--- config.mk ---
export PLATFORM = sky130hd
export DESIGN_NAME = vds_top
export DESIGN_NICKNAME = d
export VERILOG_FILES = /design/src/inc/vds_pkg.sv /design/src/verilog/vds_sampler.sv /design/src/verilog/vds_top.sv
export SDC_FILE = /design/constraint.sdc
export NUM_CORES = 1
export LEC_CHECK = 0
export BUFFER_PORTS_ARGS = -buffer_cell sky130_fd_sc_hd__buf_2
export CAP_MARGIN = 30
export CORE_MARGIN = 4
export CORE_UTILIZATION = 54
export CTS_CLUSTER_SIZE = 28
export DETAILED_ROUTE_END_ITERATION = 8
export PLACE_DENSITY_LB_ADDON = 0.3
export SETUP_SLACK_MARGIN = 0.4
export SYNTH_ARGS = -nofsm -noshare
export SYNTH_HDL_FRONTEND = slang
export SYNTH_SLANG_ARGS = --single-unit
--- constraint.sdc ---
create_clock -name mclk -period 2.55 [get_ports mclk]
set_clock_uncertainty 0.1 [all_clocks]
set_input_delay 0.1275 -clock mclk [delete_from_list [all_inputs] [get_ports mclk]]
set_output_delay 0.1275 -clock mclk [all_outputs]
set_load 0.1 [all_outputs]
--- src/inc/vds_pkg.sv ---
// Purpose: Shared constants and types for the identification-code front end.
// Assumes: mclk at 100 MHz; levels count in 6.25 mV units of the reference.
// Notes: Every figure used by more than one file lives here.

package vds_pkg;

    // Clock and sampling rates in hertz.
    localparam int unsigned CLK_HZ = 100_000_000;
    localparam int unsigned SAMPLE_HZ = 5_500_000;
    localparam int unsigned STEP_HZ = 345_000;

    // Cycle counts derived from the rates; rounding down keeps rates at or above figure.
    localparam int unsigned SAMPLE_DIV = CLK_HZ / SAMPLE_HZ;
    localparam int unsigned STEP_DIV = CLK_HZ / STEP_HZ;

    // Consecutive equal samples needed before a code is believed, and where the run count stops.
    localparam logic [2:0] ACCEPT_RUN = 3'h3;
    localparam logic [2:0] OFF_RUN = 3'h4;
    localparam logic [2:0] RUN_MAX = 3'h7;

    // Widths of the code and of the reference level.
    localparam int CODE_W = 8;
    localparam int LEVEL_W = 9;

    // Shutdown codes of the 8-bit and 5-bit tables.
    localparam logic [6:0] VR_OFF_HI = 7'h7f;
    localparam logic [4:0] OFF5_CODE = 5'h1f;

    // 8-bit table: level = top minus code, inside the printed code range.
    localparam logic [9:0] VR_TOP_LEVEL = 10'h102;
    localparam logic [7:0] VR_MIN_CODE = 8'h02;
    localparam logic [7:0] VR_MAX_CODE = 8'hb2;

    // 5-bit and upper 6-bit half: level = top minus four per code step.
    localparam logic [9:0] SLEW_TOP_LEVEL = 10'h0f8;
    // Lower 6-bit half: level = base minus two per code step.
    localparam logic [9:0] SIX_LOW_BASE = 10'h0ba;

    // Input masks per table.
    localparam logic [7:0] MASK_8BIT = 8'hff;
    localparam logic [7:0] MASK_6BIT = 8'h3f;
    localparam logic [7:0] MASK_5BIT = 8'h1f;

    // Reset values.
    localparam logic [8:0] LEVEL_RST = 9'h000;
    localparam logic [7:0] CODE_RST = 8'h00;

    // Selected code table.
    typedef enum logic [1:0] {
        VDS_MODE_8BIT,
        VDS_MODE_5BIT,
        VDS_MODE_6BIT
    } vds_mode_t;

    // Status word presented to the analog side.
    typedef struct packed {
        logic regulate;
        logic off_latched;
        logic slewing;
    } vds_status_t;

endpackage

--- src/verilog/vds_sampler.sv ---
// Purpose: Sample tick generator and run-length counter for the code inputs.
// Assumes: Inputs are synchronous to mclk; clk_en freezes every flop.
// Notes: run counts how many consecutive ticks have seen the present sample.

`timescale 1ns/1ps
`default_nettype none

module vds_sampler #(
    parameter int unsigned SAMPLE_DIV = vds_pkg::SAMPLE_DIV
) (
    input wire logic mclk, // System clock.
    input wire logic reset_n, // Asynchronous reset, active low.
    input wire logic clk_en, // Freezes all state while low.
    input wire logic [7:0] sample_in, // Masked code inputs.
    output logic tick, // One-cycle pulse with freshly updated sample.
    output logic [7:0] sample, // Most recent sampled code.
    output logic [2:0] run // Consecutive samples equal to sample.
);

    logic [7:0] div_q; // Divider toward the next sample.
    logic [7:0] div_d; // Next divider value.
    logic tick_q; // Registered tick pulse.
    logic [7:0] sample_q; // Last sampled value.
    logic [2:0] run_q; // Saturating run length.
    logic fire; // Divider wrap in an enabled cycle.
    logic same; // Input matches the previous sample.

    // The divider wraps every SAMPLE_DIV enabled cycles.
    assign fire = clk_en && (div_q == 8'h00);
    assign div_d = (div_q == 8'h00) ? 8'(SAMPLE_DIV - 1) : div_q - 8'h01;
    assign same = (sample_in == sample_q);

    // Divider and tick; both hold their values while the clock enable is low.
    always_ff @(posedge mclk or negedge reset_n) begin
        if (!reset_n) begin
            div_q <= 8'h00;
            tick_q <= 1'b0;
        end else if (clk_en) begin
            div_q <= div_d;
            tick_q <= fire;
        end
    end

    // Sample register and run counter; a new value restarts the run at one.
    always_ff @(posedge mclk or negedge reset_n) begin
        if (!reset_n) begin
            sample_q <= 8'h00;
            run_q <= 3'h0;
        end else if (fire) begin
            sample_q <= sample_in;
            if (same && run_q != vds_pkg::RUN_MAX) begin
                run_q <= run_q + 3'h1;
            end else if (!same) begin
                run_q <= 3'h1;
            end
        end
    end

    assign tick = tick_q;
    assign sample = sample_q;
    assign run = run_q;

    // Helper: enabled cycles since the last tick, for the period check.
    logic [7:0] gap_q;
    logic seen_q;
    always_ff @(posedge mclk or negedge reset_n) begin
        if (!reset_n) begin
            gap_q <= 8'h00;
            seen_q <= 1'b0;
        end else if (clk_en) begin
            gap_q <= tick_q ? 8'h01 : gap_q + 8'h01;
            seen_q <= seen_q | tick_q;
        end
    end

    tick_period_a: assert property (@(posedge mclk) disable iff (!reset_n)
        (clk_en && tick_q && seen_q) |-> (gap_q == 8'(SAMPLE_DIV)))
        else $error("sample tick period wrong");

    run_restart_a: assert property (@(posedge mclk) disable iff (!reset_n)
        (fire && !same) |=> (run_q == 3'h1))
        else $error("run did not restart on new value");

    tick_seen_c: cover property (@(posedge mclk) disable iff (!reset_n)
        tick_q && run_q == 3'h3);

endmodule

`default_nettype wire

--- src/verilog/vds_top.sv ---
// Purpose: Identification-code front end of a multiphase buck controller.
// Assumes: Code inputs synchronous to mclk at 100 MHz; clk_en freezes all state.
// Notes: Levels are in 6.25 mV units; the analog side turns them into a voltage.

`timescale 1ns/1ps
`default_nettype none

module vds_top #(
    parameter int unsigned SAMPLE_DIV = vds_pkg::SAMPLE_DIV,
    parameter int unsigned STEP_DIV = vds_pkg::STEP_DIV
) (
    input wire logic mclk, // System clock, 100 MHz.
    input wire logic reset_n, // Asynchronous reset, active low.
    input wire logic clk_en, // Freezes all state while low.
    input wire logic enable, // Converter enable; low clears the off latch.
    input wire vds_pkg::vds_mode_t table_mode, // Selected code table.
    input wire logic [7:0] voltage_id_inputs, // Code driven by the processor.
    output logic [8:0] dac_code, // Reference level, 6.25 mV units.
    output logic [8:0] target_code, // Validated target level.
    output vds_pkg::vds_status_t status // Regulate, off latch and slewing flags.
);

    // Table flags decoded once.
    logic mode_8; // Direct-jump table.
    logic mode_slew; // Either slewing table.
    logic [7:0] in_mask; // Bits that belong to the selected table.
    logic [7:0] masked_in; // Code with unused bits forced low.

    assign mode_8 = (table_mode == vds_pkg::VDS_MODE_8BIT);
    assign mode_slew = !mode_8;
    assign in_mask = (table_mode == vds_pkg::VDS_MODE_5BIT) ? vds_pkg::MASK_5BIT :
                     (table_mode == vds_pkg::VDS_MODE_6BIT) ? vds_pkg::MASK_6BIT :
                     vds_pkg::MASK_8BIT;
    // Masking keeps stray upper bits from restarting the stability count.
    assign masked_in = voltage_id_inputs & in_mask;

    // Sampler outputs.
    logic smp_tick; // Fresh sample this cycle.
    logic [7:0] smp_val; // Sampled code.
    logic [2:0] smp_run; // Consecutive equal samples.

    vds_sampler #(
        .SAMPLE_DIV(SAMPLE_DIV)
    ) u_sampler (
        .mclk(mclk),
        .reset_n(reset_n),
        .clk_en(clk_en),
        .sample_in(masked_in),
        .tick(smp_tick),
        .sample(smp_val),
        .run(smp_run)
    );

    // Converts a code of the selected table into a level.
    function automatic logic [8:0] code_level(input vds_pkg::vds_mode_t m,
                                              input logic [7:0] c);
        logic [9:0] t;
        t = 10'h000;
        case (m)
            vds_pkg::VDS_MODE_8BIT: begin
                // Codes outside the printed range are clamped to its ends.
                if (c < vds_pkg::VR_MIN_CODE) begin
                    t = vds_pkg::VR_TOP_LEVEL - {2'b00, vds_pkg::VR_MIN_CODE};
                end else if (c > vds_pkg::VR_MAX_CODE) begin
                    t = vds_pkg::VR_TOP_LEVEL - {2'b00, vds_pkg::VR_MAX_CODE};
                end else begin
                    t = vds_pkg::VR_TOP_LEVEL - {2'b00, c};
                end
            end
            vds_pkg::VDS_MODE_5BIT: begin
                t = vds_pkg::SLEW_TOP_LEVEL - {3'b000, c[4:0], 2'b00};
            end
            vds_pkg::VDS_MODE_6BIT: begin
                if (c[5]) begin
                    t = vds_pkg::SIX_LOW_BASE - {3'b000, c[5:0], 1'b0};
                end else begin
                    t = vds_pkg::SLEW_TOP_LEVEL - {3'b000, c[4:0], 2'b00};
                end
            end
            default: begin
                t = 10'h000;
            end
        endcase
        return t[8:0];
    endfunction

    // State registers.
    logic [7:0] acc_q; // Last accepted code.
    logic have_q; // A code has been accepted since reset.
    logic [8:0] dac_q; // Present reference level.
    logic [8:0] dac_d;
    logic [8:0] tgt_q; // Target level.
    logic [8:0] tgt_d;
    logic off_q; // Shutdown latch.
    logic off_d;
    logic [8:0] step_q; // Stepping clock divider.
    vds_pkg::vds_status_t status_q; // Registered status word.
    vds_pkg::vds_status_t status_d;

    // Decode of the sampled code.
    logic [8:0] new_level; // Level of the sampled code.
    logic off_code; // Sampled code is a shutdown code of this table.
    logic acc_fire; // A new code is validated this cycle.
    logic off_fire; // A shutdown code is recognised this cycle.
    logic step_tick; // Stepping clock edge.
    logic step_up; // Slew toward a higher level.
    logic step_dn; // Slew toward a lower level.

    assign new_level = code_level(table_mode, smp_val);
    assign off_code = (mode_8 && smp_val[7:1] == vds_pkg::VR_OFF_HI) ||
                      (table_mode == vds_pkg::VDS_MODE_5BIT &&
                       smp_val[4:0] == vds_pkg::OFF5_CODE);
    // Shutdown codes are never accepted as levels, so the three-sample
    // acceptance cannot pre-empt the four-sample shutdown check.
    assign acc_fire = clk_en && smp_tick && enable && !off_q && !off_code &&
                      (smp_run >= vds_pkg::ACCEPT_RUN) && (!have_q || smp_val != acc_q);
    assign off_fire = clk_en && smp_tick && enable && !off_code ? 1'b0 :
                      clk_en && smp_tick && enable && (smp_run >= vds_pkg::OFF_RUN);
    assign step_tick = clk_en && (step_q == 9'h000);
    assign step_up = step_tick && mode_slew && (dac_q < tgt_q);
    assign step_dn = step_tick && mode_slew && (dac_q > tgt_q);

    // Next target: every validated code becomes the target, any step size.
    assign tgt_d = acc_fire ? new_level : tgt_q;

    // Next reference: direct load in the 8-bit table, one unit per tick otherwise.
    assign dac_d = (acc_fire && mode_8) ? new_level :
                   step_up ? dac_q + 9'h001 :
                   step_dn ? dac_q - 9'h001 :
                   dac_q;

    // Shutdown latch: set by a recognised shutdown code, cleared only by enable low.
    assign off_d = !enable ? 1'b0 : (off_q || off_fire);

    assign status_d.regulate = enable && !off_d;
    assign status_d.off_latched = off_d;
    assign status_d.slewing = mode_slew && (dac_d != tgt_d);

    // Accepted code memory.
    always_ff @(posedge mclk or negedge reset_n) begin
        if (!reset_n) begin
            acc_q <= vds_pkg::CODE_RST;
            have_q <= 1'b0;
        end else if (acc_fire) begin
            acc_q <= smp_val;
            have_q <= 1'b1;
        end
    end

    // Reference, target and latch registers.
    always_ff @(posedge mclk or negedge reset_n) begin
        if (!reset_n) begin
            dac_q <= vds_pkg::LEVEL_RST;
            tgt_q <= vds_pkg::LEVEL_RST;
            off_q <= 1'b0;
            status_q <= '0;
        end else if (clk_en) begin
            dac_q <= dac_d;
            tgt_q <= tgt_d;
            off_q <= off_d;
            status_q <= status_d;
        end
    end

    // Stepping clock divider, free running so a slew starts within one step period.
    always_ff @(posedge mclk or negedge reset_n) begin
        if (!reset_n) begin
            step_q <= 9'h000;
        end else if (clk_en) begin
            step_q <= (step_q == 9'h000) ? 9'(STEP_DIV - 1) : step_q - 9'h001;
        end
    end

    assign dac_code = dac_q;
    assign target_code = tgt_q;
    assign status = status_q;

    // Checks on the behaviour above.
    accept_run_a: assert property (@(posedge mclk) disable iff (!reset_n)
        acc_fire |-> (smp_run >= 3'h3) && !off_code)
        else $error("code accepted before three equal samples");

    direct_jump_a: assert property (@(posedge mclk) disable iff (!reset_n)
        (acc_fire && mode_8) |=> (dac_q == $past(new_level)))
        else $error("8-bit table did not load level at once");

    track_rate_a: assert property (@(posedge mclk) disable iff (!reset_n)
        (mode_8 && $past(mode_8) && $changed(dac_q)) |-> $past(acc_fire))
        else $error("8-bit table level moved without a validated code");

    any_step_a: assert property (@(posedge mclk) disable iff (!reset_n)
        (acc_fire && mode_slew) |=> (tgt_q == $past(new_level)))
        else $error("slewing table ignored a validated code");

    slew_unit_a: assert property (@(posedge mclk) disable iff (!reset_n)
        (mode_slew && $past(mode_slew) && $changed(dac_q)) |->
        $past(step_tick) && (dac_q == $past(dac_q) + 9'h001 || dac_q == $past(dac_q) - 9'h001))
        else $error("slew moved by other than one unit or off the step tick");

    slew_hold_a: assert property (@(posedge mclk) disable iff (!reset_n)
        (mode_slew && clk_en && dac_q == tgt_q && !acc_fire) ##1 mode_slew |-> $stable(dac_q))
        else $error("reference moved although it equals the target");

    off_run_a: assert property (@(posedge mclk) disable iff (!reset_n)
        $rose(off_q) |-> $past(smp_run) >= 3'h4 && $past(smp_tick))
        else $error("shutdown recognised before four equal samples");

    off_latch_a: assert property (@(posedge mclk) disable iff (!reset_n)
        (off_q && enable) |=> off_q)
        else $error("off latch released while enable high");

    off_quiet_a: assert property (@(posedge mclk) disable iff (!reset_n)
        status_q.off_latched |-> !status_q.regulate ##1 (!enable || !status_q.regulate))
        else $error("regulation active while latched off");

    mode_react_a: assert property (@(posedge mclk) disable iff (!reset_n)
        (acc_fire && mode_slew && new_level != dac_q) |=> (dac_q != $past(new_level)) ||
        ($past(dac_q) + 9'h001 == $past(new_level)) || ($past(dac_q) == $past(new_level) + 9'h001))
        else $error("slewing table jumped straight to the target");

    jump_c: cover property (@(posedge mclk) disable iff (!reset_n) acc_fire && mode_8);
    // Two up steps in a row show a multi-step slew; the range spans one default step period.
    slew_c: cover property (@(posedge mclk) disable iff (!reset_n) step_up ##[1:300] step_up);
    off_c: cover property (@(posedge mclk) disable iff (!reset_n) $rose(off_q));
    release_c: cover property (@(posedge mclk) disable iff (!reset_n) $fell(off_q));

endmodule

`default_nettype wire
==> metrics.md, run 1 <==
| Metric | Value |
|---|---|
| GRT Residual Overflow | 0 |
| Area share of the largest cell type after synthesis | 0.3436 |
| Antenna diode count | 0 |
| Final count of hold timing violations | 0 |
| Final core occ | 0.9131 |
| Xor and xnor fraction of the mapped netlist area | 0.06843 |
| Largest family of logic cells by synthesized area | simple AND/OR/NAND/NOR gates |
| Number of flip-flops and latches in the synthesized netlist | 59 |
| Type of destination of the critical path | flip-flop |
| TritonCTS clock tree | built |
| Clock-pin transition on the worst setup and hold timing paths | 80 ps |
| Top fanout value on the critical path | 3 |
| Total Routing Usage GR | 0.3341 |
| Area of the mapped netlist | 4297 um2 |
| Die Wd | 97.20 um |
| Share of synthesized registers carrying an async set or reset | 1.000 |
| Post-route clock period utilization | 1.176 |
| Initial Util | 0.5560 |
| Worst Hold Class | in -> reg |
| Total Power | 5.277 mW |
| Via total after detailed routing | 5206 |
| Global placer's final weighted congestion | 0.9494 |
| Worst setup slack for register-to-register paths | -450 ps |
| Final WL | 18830 um |
| Signal arrival time at the worst endpoint | roughly 3100 ps |
| DRC Markers | 0 |
| Non-filler cells, final | 799 |
| Synth-to-layout area growth | 64.21% |
| Drt wl/cell | between 20 and 25 um |
| Sink Count | 59 |
| Core Area | about 7700 um2 |
| Row count | 32 |
| Launch point of the worst reg-to-reg path | dac_code[6] |
| Cells after Synth | around 480 |
| Cts bufs inserted | 9 |
| Number of DRC markers in iteration 0 | 609 |
| Worst Path Required | 2660 ps |
| Critical path destination | status[0] |
| Clock Tree Buf Depth | 2 |
| Number of global-route vias before repair | 5061 |
| Number of enable-type register cells in the synthesized netlist | 0 |
| Failing checks | setup timing |
| Post-Synthesis Mean Instance Area | 8.896 um2 |
| Sequential fraction of the synthesis area | 0.3436 |
| Setup slack after layout | -449.9 ps |
| I/O pin cnt | 35 |
| Synth Flop Type | sky130_fd_sc_hd__dfrtp_1 |
| Time the worst path needs with I/O delays and setup | 3000 ps |
| First-pass GRT wire length | 25370 um |
| Synth Area in Compound Gates | 0.1942 |
| Power density over the cells | 748.0 nW/um2 |
| DPL Wire Length | approximately 10000 um |
| Number of distinct library cells after synthesis | 75 |
| Post-route antenna net violation count | 0 |
| Layout filler cell count | about 300 |
| Static Leakage | roughly 3.1 nW |
| # placed instances | 725 |
| Synthesized-area fraction occupied by adder cells | 0.08154 |
| Share of layout cells above drive strength 1 | 0.5337 |
| Post-layout net count | 734 |
| Startpoint type of the worst setup path | flip-flop |
| Fraction of synthesized area in multiplexers | 0.03145 |
| Full die area | between 9000 and 10000 um2 |
| H-tree levels | 3 |
| Post-place instance area | 5733 um2 |
| Number of max-cap violations | 0 |
| Post-Synth Simple-Gate Area | 0.2283 |
| Run status | finished, violations left |
| Input/output buffers | 34 |
| Setup-failing EPs final | 10 |
| Maximum operating frequency | 0.3333 GHz |
| Peak supply drop | 688.4 uV |
| Synth area leaders | sky130_fd_sc_hd__dfrtp_1, sky130_fd_sc_hd__ha_1, sky130_fd_sc_hd__nand2_1 |
| Critical path origin | dac_code[6] |
| Reg2reg path depth | 10 |
| First-pass iteration count of the detailed router | 5 |
| Clock latency at the later pin of the worst-skew pair | 360 ps |
| Drt via density | 6.516 |
| Synth area leader | sky130_fd_sc_hd__dfrtp_1 |
| Final Instance Area | around 7100 um2 |
| Kind of critical path | reg -> reg |
| Largest net degree at the start of global routing | 60 |
| Setup repair after global routing missed its margin | true |
| Count of pins over their slew limit | 0 |
| Worst Max-Slew Pin Slew | roughly 770 ps |
| Root buf cell | sky130_fd_sc_hd__clkbuf_8 |
| Hold path start | clk_en |
| Worst flop-to-flop path endpoint | status[0] |
| Vertical die dimension | 97.20 um |
| YS warnings | 0 |
| Slew HR | 0.4891 |
| Total nets after synthesis | 525 |
| Initial antenna violation count | 0 |
[critical path, cell delays in order (launching register included)]
cell	delay [ps]
sky130_fd_sc_hd__dfrtp_4	490
sky130_fd_sc_hd__ha_4	290
sky130_fd_sc_hd__nand4_1	230
sky130_fd_sc_hd__nor3_4	360
sky130_fd_sc_hd__a211o_1	240
sky130_fd_sc_hd__buf_6	140
sky130_fd_sc_hd__a31oi_2	120
sky130_fd_sc_hd__xor2_2	200
sky130_fd_sc_hd__a2111oi_2	350
sky130_fd_sc_hd__o211a_1	230
sky130_fd_sc_hd__a41oi_2	110
[final cells by class]
class | count | area (um2) | area share
well taps | 102 | 127.6 | 0.01809
clock inverters | 6 | 88.84 | 0.01259
multi-input cells | 373 | 3307 | 0.4687
repair buffers | 219 | 1729 | 0.2451
inverters | 30 | 120.1 | 0.01702
flip-flops and latches | 59 | 1545 | 0.2190
clock buffers | 10 | 137.6 | 0.01951
[per-layer routing]
metal  up-vias  track usage  part of all wire  wire [um]
met3       160      0.04882             0.079       1493
met2       416       0.5876              0.50       9336
li1       2168            -                 -          -
met1      2462       0.3848              0.35       6638
met4         0       0.1933             0.072       1364
met5         -            0                 0          0
[layout by cell type, fill, tap and decap left out, drive strengths merged, types with 6 or more instances in the layout]
master         n
a21oi         18
o21ai         35
mux2i          9
or3            8
nand2         60
o31ai          6
buf          210
clkbuf        10
nor2          22
ha            28
nor3          19
nand3         14
nor4          12
o21a           6
and3           7
inv           30
nand4          8
dlygate4sd3    9
a21o           7
dfrtp         59
xnor2         16
xor2          15
[logic make-up (layout without fill, tap and decap cells)]
kind of cell             after synthesis  count (layout)
multiplexers                          13              13
buffers and inverters                 51             265
AO/OA/AOI/OAI                        119             119
XOR/XNOR                              32              32
AND/OR/NAND/NOR                      181             181
adder cells (fa/ha/maj)               28              28
flip-flops                            59              59
[worst min path at each step]
| stage | end | slack, ps | cells after the start |
|---|---|---|---|
| floorplan | acc_q[0] | -270 | 0 |
| global placement | step_q[4] | 220 | 2 |
| detailed placement | step_q[4] | 230 | 2 |
| CTS | status[1] | 50 | 3 |
| global route | status[1] | 80 | 3 |
| finish | status[1] | 70 | 3 |
[registers in the layout, summed over array words and instances, names as in the netlist]
signal / cells
target_code: 9
u_sampler.div_q: 8
u_sampler.sample: 8
acc_q: 8
u_sampler.tick: 1
have_q: 1
u_sampler.run: 3
step_q: 9
dac_code: 9
status: 3
[stage by stage]
step                worst slack, ps  TNS, ps  hold WS (ps)
floorplan                    -214.2   -214.2        -268.1
global placement             -433.2   -526.4         221.8
detailed placement           -375.9   -402.5         230.8
CTS                          -292.2   -351.7         50.63
global route                 -475.2    -1616         79.95
finish                       -449.9    -1228         68.20
[where the power goes]
| group | internal (mW) | switching, mW | total [mW] |
|---|---|---|---|
| Combinational | 1.34 | 1.50 | 2.85 |
| Clock | 0.577 | 0.449 | 1.03 |
| Sequential | 1.14 | 0.264 | 1.41 |
| Total | 3.06 | 2.22 | 5.28 |
[synth_stat cells, types with 3 or more instances]
master,n
sky130_fd_sc_hd__dfrtp_1,59
sky130_fd_sc_hd__nand2_1,59
sky130_fd_sc_hd__o21ai_0,34
sky130_fd_sc_hd__inv_1,29
sky130_fd_sc_hd__ha_1,28
sky130_fd_sc_hd__nor2_1,21
sky130_fd_sc_hd__nor3_1,19
sky130_fd_sc_hd__a21oi_1,17
sky130_fd_sc_hd__xnor2_1,16
sky130_fd_sc_hd__xor2_1,15
sky130_fd_sc_hd__nand3_1,14
sky130_fd_sc_hd__nor4_1,11
sky130_fd_sc_hd__clkbuf_1,9
sky130_fd_sc_hd__mux2i_1,9
sky130_fd_sc_hd__nand4_1,8
sky130_fd_sc_hd__a21o_1,7
sky130_fd_sc_hd__and3_1,7
sky130_fd_sc_hd__o21a_1,6
sky130_fd_sc_hd__buf_2,5
sky130_fd_sc_hd__nand2b_1,5
sky130_fd_sc_hd__nor2b_1,5
sky130_fd_sc_hd__o22ai_1,5
sky130_fd_sc_hd__o31ai_1,5
sky130_fd_sc_hd__or3_1,5
sky130_fd_sc_hd__a211oi_1,4
sky130_fd_sc_hd__and2_1,4
sky130_fd_sc_hd__mux2_2,4
sky130_fd_sc_hd__o32ai_1,4
sky130_fd_sc_hd__or4_1,4
sky130_fd_sc_hd__a22o_1,3
sky130_fd_sc_hd__a31oi_1,3
sky130_fd_sc_hd__buf_4,3
sky130_fd_sc_hd__nor3b_1,3
sky130_fd_sc_hd__o211ai_1,3
sky130_fd_sc_hd__or3_4,3
[what timing repair did]
item / in CTS / in global routing
resized for setup: 90 / 57
setup buffers: 26 / 23
pin swaps: 31 / 34
hold buffers: 9 / 0
setup endpoints to repair: 26 / 36
endpoints found under the hold margin: 67 / 0
(Power assumes the default switching activity.)
==> inputs of run 2 (changes only) <==
--- a/config.mk
+++ b/config.mk
@@ -12,6 +12,7 @@
 export CTS_CLUSTER_SIZE = 28
 export DETAILED_ROUTE_END_ITERATION = 8
 export PLACE_DENSITY_LB_ADDON = 0.3
+export RECOVER_POWER = 100
 export SETUP_SLACK_MARGIN = 0.4
 export SYNTH_ARGS = -nofsm -noshare
 export SYNTH_HDL_FRONTEND = slang
==> run 2 against run 1 <==
Effect of this change: the run ends with capacitance limit, setup timing left; count of clock-buffer cells in the layout unchanged; hold slack worse by 5.1 ps; via count increased by 0.77%; cell count stayed put; sequential power barely moved; maximum frequency down 0.26%; register-to-register slack about the same; first-iteration DRC count rose by 2.5%; critical path type unchanged; largest cell class unchanged.
==> metrics.md, run 2 (same netlist as run 1, synthesis figures left out) <==
| Metric | Value |
|---|---|
| Share of layout cells above drive strength 1 | 0.5050 |
| Top cell family by delay on the critical path | compound AO/OA/AOI/OAI gates |
| Drt wl/cell | 23.55 um |
| Post-layout net count | 734 |
| Kind of critical path | reg -> reg |
| Run status | finished, violations left |
| Final Instance Area | ~7000 um2 |
| Failing checks | capacitance limit, setup timing |
| Setup slack after layout | -457.6 ps |
| Sum of negative setup slack | -1196 ps |
| Static Leakage | between 3 and 4 nW |
| Slew HR | 0.004612 |
| Maximum operating frequency | 0.3325 GHz |
| Proportion of power drawn by combinational gates | 0.539 |
| Hold path start | clk_en |
| Most common library cell in the layout ignoring fill and taps | sky130_fd_sc_hd__buf_4 |
| Post-route antenna net violation count | 0 |
| CP max stage delay | approximately 500 ps |
| Worst setup slack for register-to-register paths | -460 ps |
| Reg2reg path depth | 11 |
| Power density over the cells | 750.3 nW/um2 |
| Synth-to-layout area growth | 63.48% |
| Final WL | 18820 um |
| Global placer's final weighted congestion | 0.9494 |
| Core Area | 7727 um2 |
| Peak-usage layer in the global routing report | met2 |
| Final count of hold timing violations | 0 |
| Worst Max-Slew Pin Slew | ~1500 ps |
| Sw Ratio | 0.4209 |
| Root buf cell | sky130_fd_sc_hd__clkbuf_8 |
| Type of destination of the critical path | flip-flop |
| DRC Markers | 0 |
| TritonCTS clock tree | built |
| Routing usage on met2 | 0.5876 |
| Worst flop-to-flop path endpoint | status[0] |
| Met3 Use GR | 0.04882 |
| Number of DRC markers in iteration 0 | 624 |
| Worst Hold Class | in -> reg |
| Clock network power share | 0.195 |
| Post-place instance area | 5733 um2 |
| Worst path slowest cell | sky130_fd_sc_hd__dfrtp_4 |
| Die Wd | between 90 and 100 um |
| Drt via density | 6.566 |
| Launch point of the worst reg-to-reg path | target_code[2] |
| Via total after detailed routing | 5246 |
| Peak supply drop | 690.2 uV |
| Count of pins over their slew limit | 0 |
| Total Routing Usage GR | 0.3341 |
| Worst Path Required | 2660 ps |
| Cells along the critical path | inv_2 -> ha_4 -> a21oi_2 -> o21ai_2 -> a211o_1 -> buf_6 -> a31oi_2 -> xor2_2 -> a2111oi_2 -> o211a_1 -> a41oi_2 |
| Clock-pin transition on the worst setup and hold timing paths | 90 ps |
| CP bufs+invs | 2 |
| Number of global-route vias before repair | 5061 |
| Signal arrival time at the worst endpoint | 3120 ps |
| Post-route clock period utilization | 1.179 |
| Grt met1 use | 0.3848 |
| Largest net degree at the start of global routing | 60 |
| Number of max-cap violations | 1 |
| Startpoint type of the worst setup path | flip-flop |
| First-pass GRT wire length | 25370 um |
| Initial antenna violation count | 0 |
| I/O pin cnt | 35 |
| Initial Util | 0.5560 |
| GRT Residual Overflow | 0 |
| Top library cells by usage in the layout, fill and taps aside | sky130_fd_sc_hd__buf_4, sky130_fd_sc_hd__nand2_1, sky130_fd_sc_hd__dfrtp_1, sky130_fd_sc_hd__buf_6, sky130_fd_sc_hd__nor2_1 |
| Clock latency at the later pin of the worst-skew pair | ~370 ps |
| Power share of the sequential group | 0.266 |
| Internal power consumption | 3.052 mW |
| Vertical die dimension | 97.20 um |
| Endpoint, Worst Hold | status[1] |
| Full die area | 9448 um2 |
| H-tree levels | 3 |
| Setup repair after global routing missed its margin | true |
| Cts bufs inserted | 9 |
| Sink Count | 59 |
| Row count | 32 |
| Antenna diode count | 0 |
| DPL Wire Length | 10170 um |
| First-pass iteration count of the detailed router | 5 |
| Hold Path Depth | 3 |
| Logic depth of the worst path, buffers included | 11 |
| Time the worst path needs with I/O delays and setup | 3008 ps |
| Minimum hold slack | 63.06 ps |
| Setup-failing EPs final | 10 |
| Input/output buffers | 34 |
| Clock Tree Buf Depth | 2 |
| Top fanout value on the critical path | 4 |
| Net switching power figure | 2.218 mW |
-- run 2: cell count changes in the layout (fill, tap and decap cells not counted) --
| cell | previous run | this run |
|---|---|---|
| sky130_fd_sc_hd__inv_1 | 16 | 17 |
| sky130_fd_sc_hd__clkbuf_1 | 0 | 18 |
| sky130_fd_sc_hd__inv_2 | 11 | 10 |
| sky130_fd_sc_hd__buf_4 | 139 | 138 |
| sky130_fd_sc_hd__clkbuf_2 | 0 | 1 |
| sky130_fd_sc_hd__nor4_2 | 5 | 4 |
| sky130_fd_sc_hd__nor4_1 | 4 | 5 |
| sky130_fd_sc_hd__buf_2 | 34 | 16 |
-- run 2: through the flow --
step           power [mW]  setup slack, ps  std cells    util
2_1_floorplan       2.617           -214.2        483       -
5_1_grt             5.462           -489.1        799  0.9090
4_1_cts             4.807           -292.2        776  0.8562
3_3_place_gp        3.429           -433.2        725  0.7419
6_report            5.270           -457.6        799  0.9090
3_5_place_dp        3.520           -375.9        725  0.7419
-- run 2: tightest hold or removal path, stage by stage --
cell                      delay (ps)
sky130_fd_sc_hd__buf_2           140
sky130_fd_sc_hd__buf_4           160
sky130_fd_sc_hd__a21oi_1          70
-- run 2: final cells by class --
type | instances | area, um2
clock buffers | 10 | 137.6
clock inverters | 6 | 88.84
fillers | 314 | 703.2
inverters | 30 | 120.1
multi-input cells | 373 | 3301
flip-flops and latches | 59 | 1545
well taps | 102 | 127.6
repair buffers | 219 | 1704
-- run 2: per-layer routing --
layer,part of all wire,up-vias
li1,-,2176
met1,0.35,2489
met2,0.49,416
met3,0.077,165
met4,0.078,0
met5,0,-
-- run 2: repair_timing --
item                       CTS  global route
pin swaps                   31            34
buffers inserted            26            23
hold buffers                 9             0
gates resized for setup     90            57
setup endpoints to repair   26            36
hold endpoints to repair    67             0
-- run 2: power groups by stage --
stage	registers, mW	logic [mW]	clock network (mW)
floorplan	1.47	1.14	0
global placement	1.37	2.06	0
detailed placement	1.39	2.13	0
CTS	1.37	2.44	0.996
global route	1.42	2.98	1.06
finish	1.40	2.84	1.03
-- run 2: how the worst max path moves through the flow --
| stage | start | end | slack (ps) |
|---|---|---|---|
| after floorplan | target_code[6] | status[0] | -210 |
| after global placement | u_sampler.sample[2] | status[0] | -430 |
| after detailed placement | u_sampler.sample[2] | status[0] | -380 |
| after CTS | u_sampler.sample[0] | status[0] | -290 |
| after global routing | step_q[0] | status[0] | -490 |
| final | target_code[2] | status[0] | -460 |
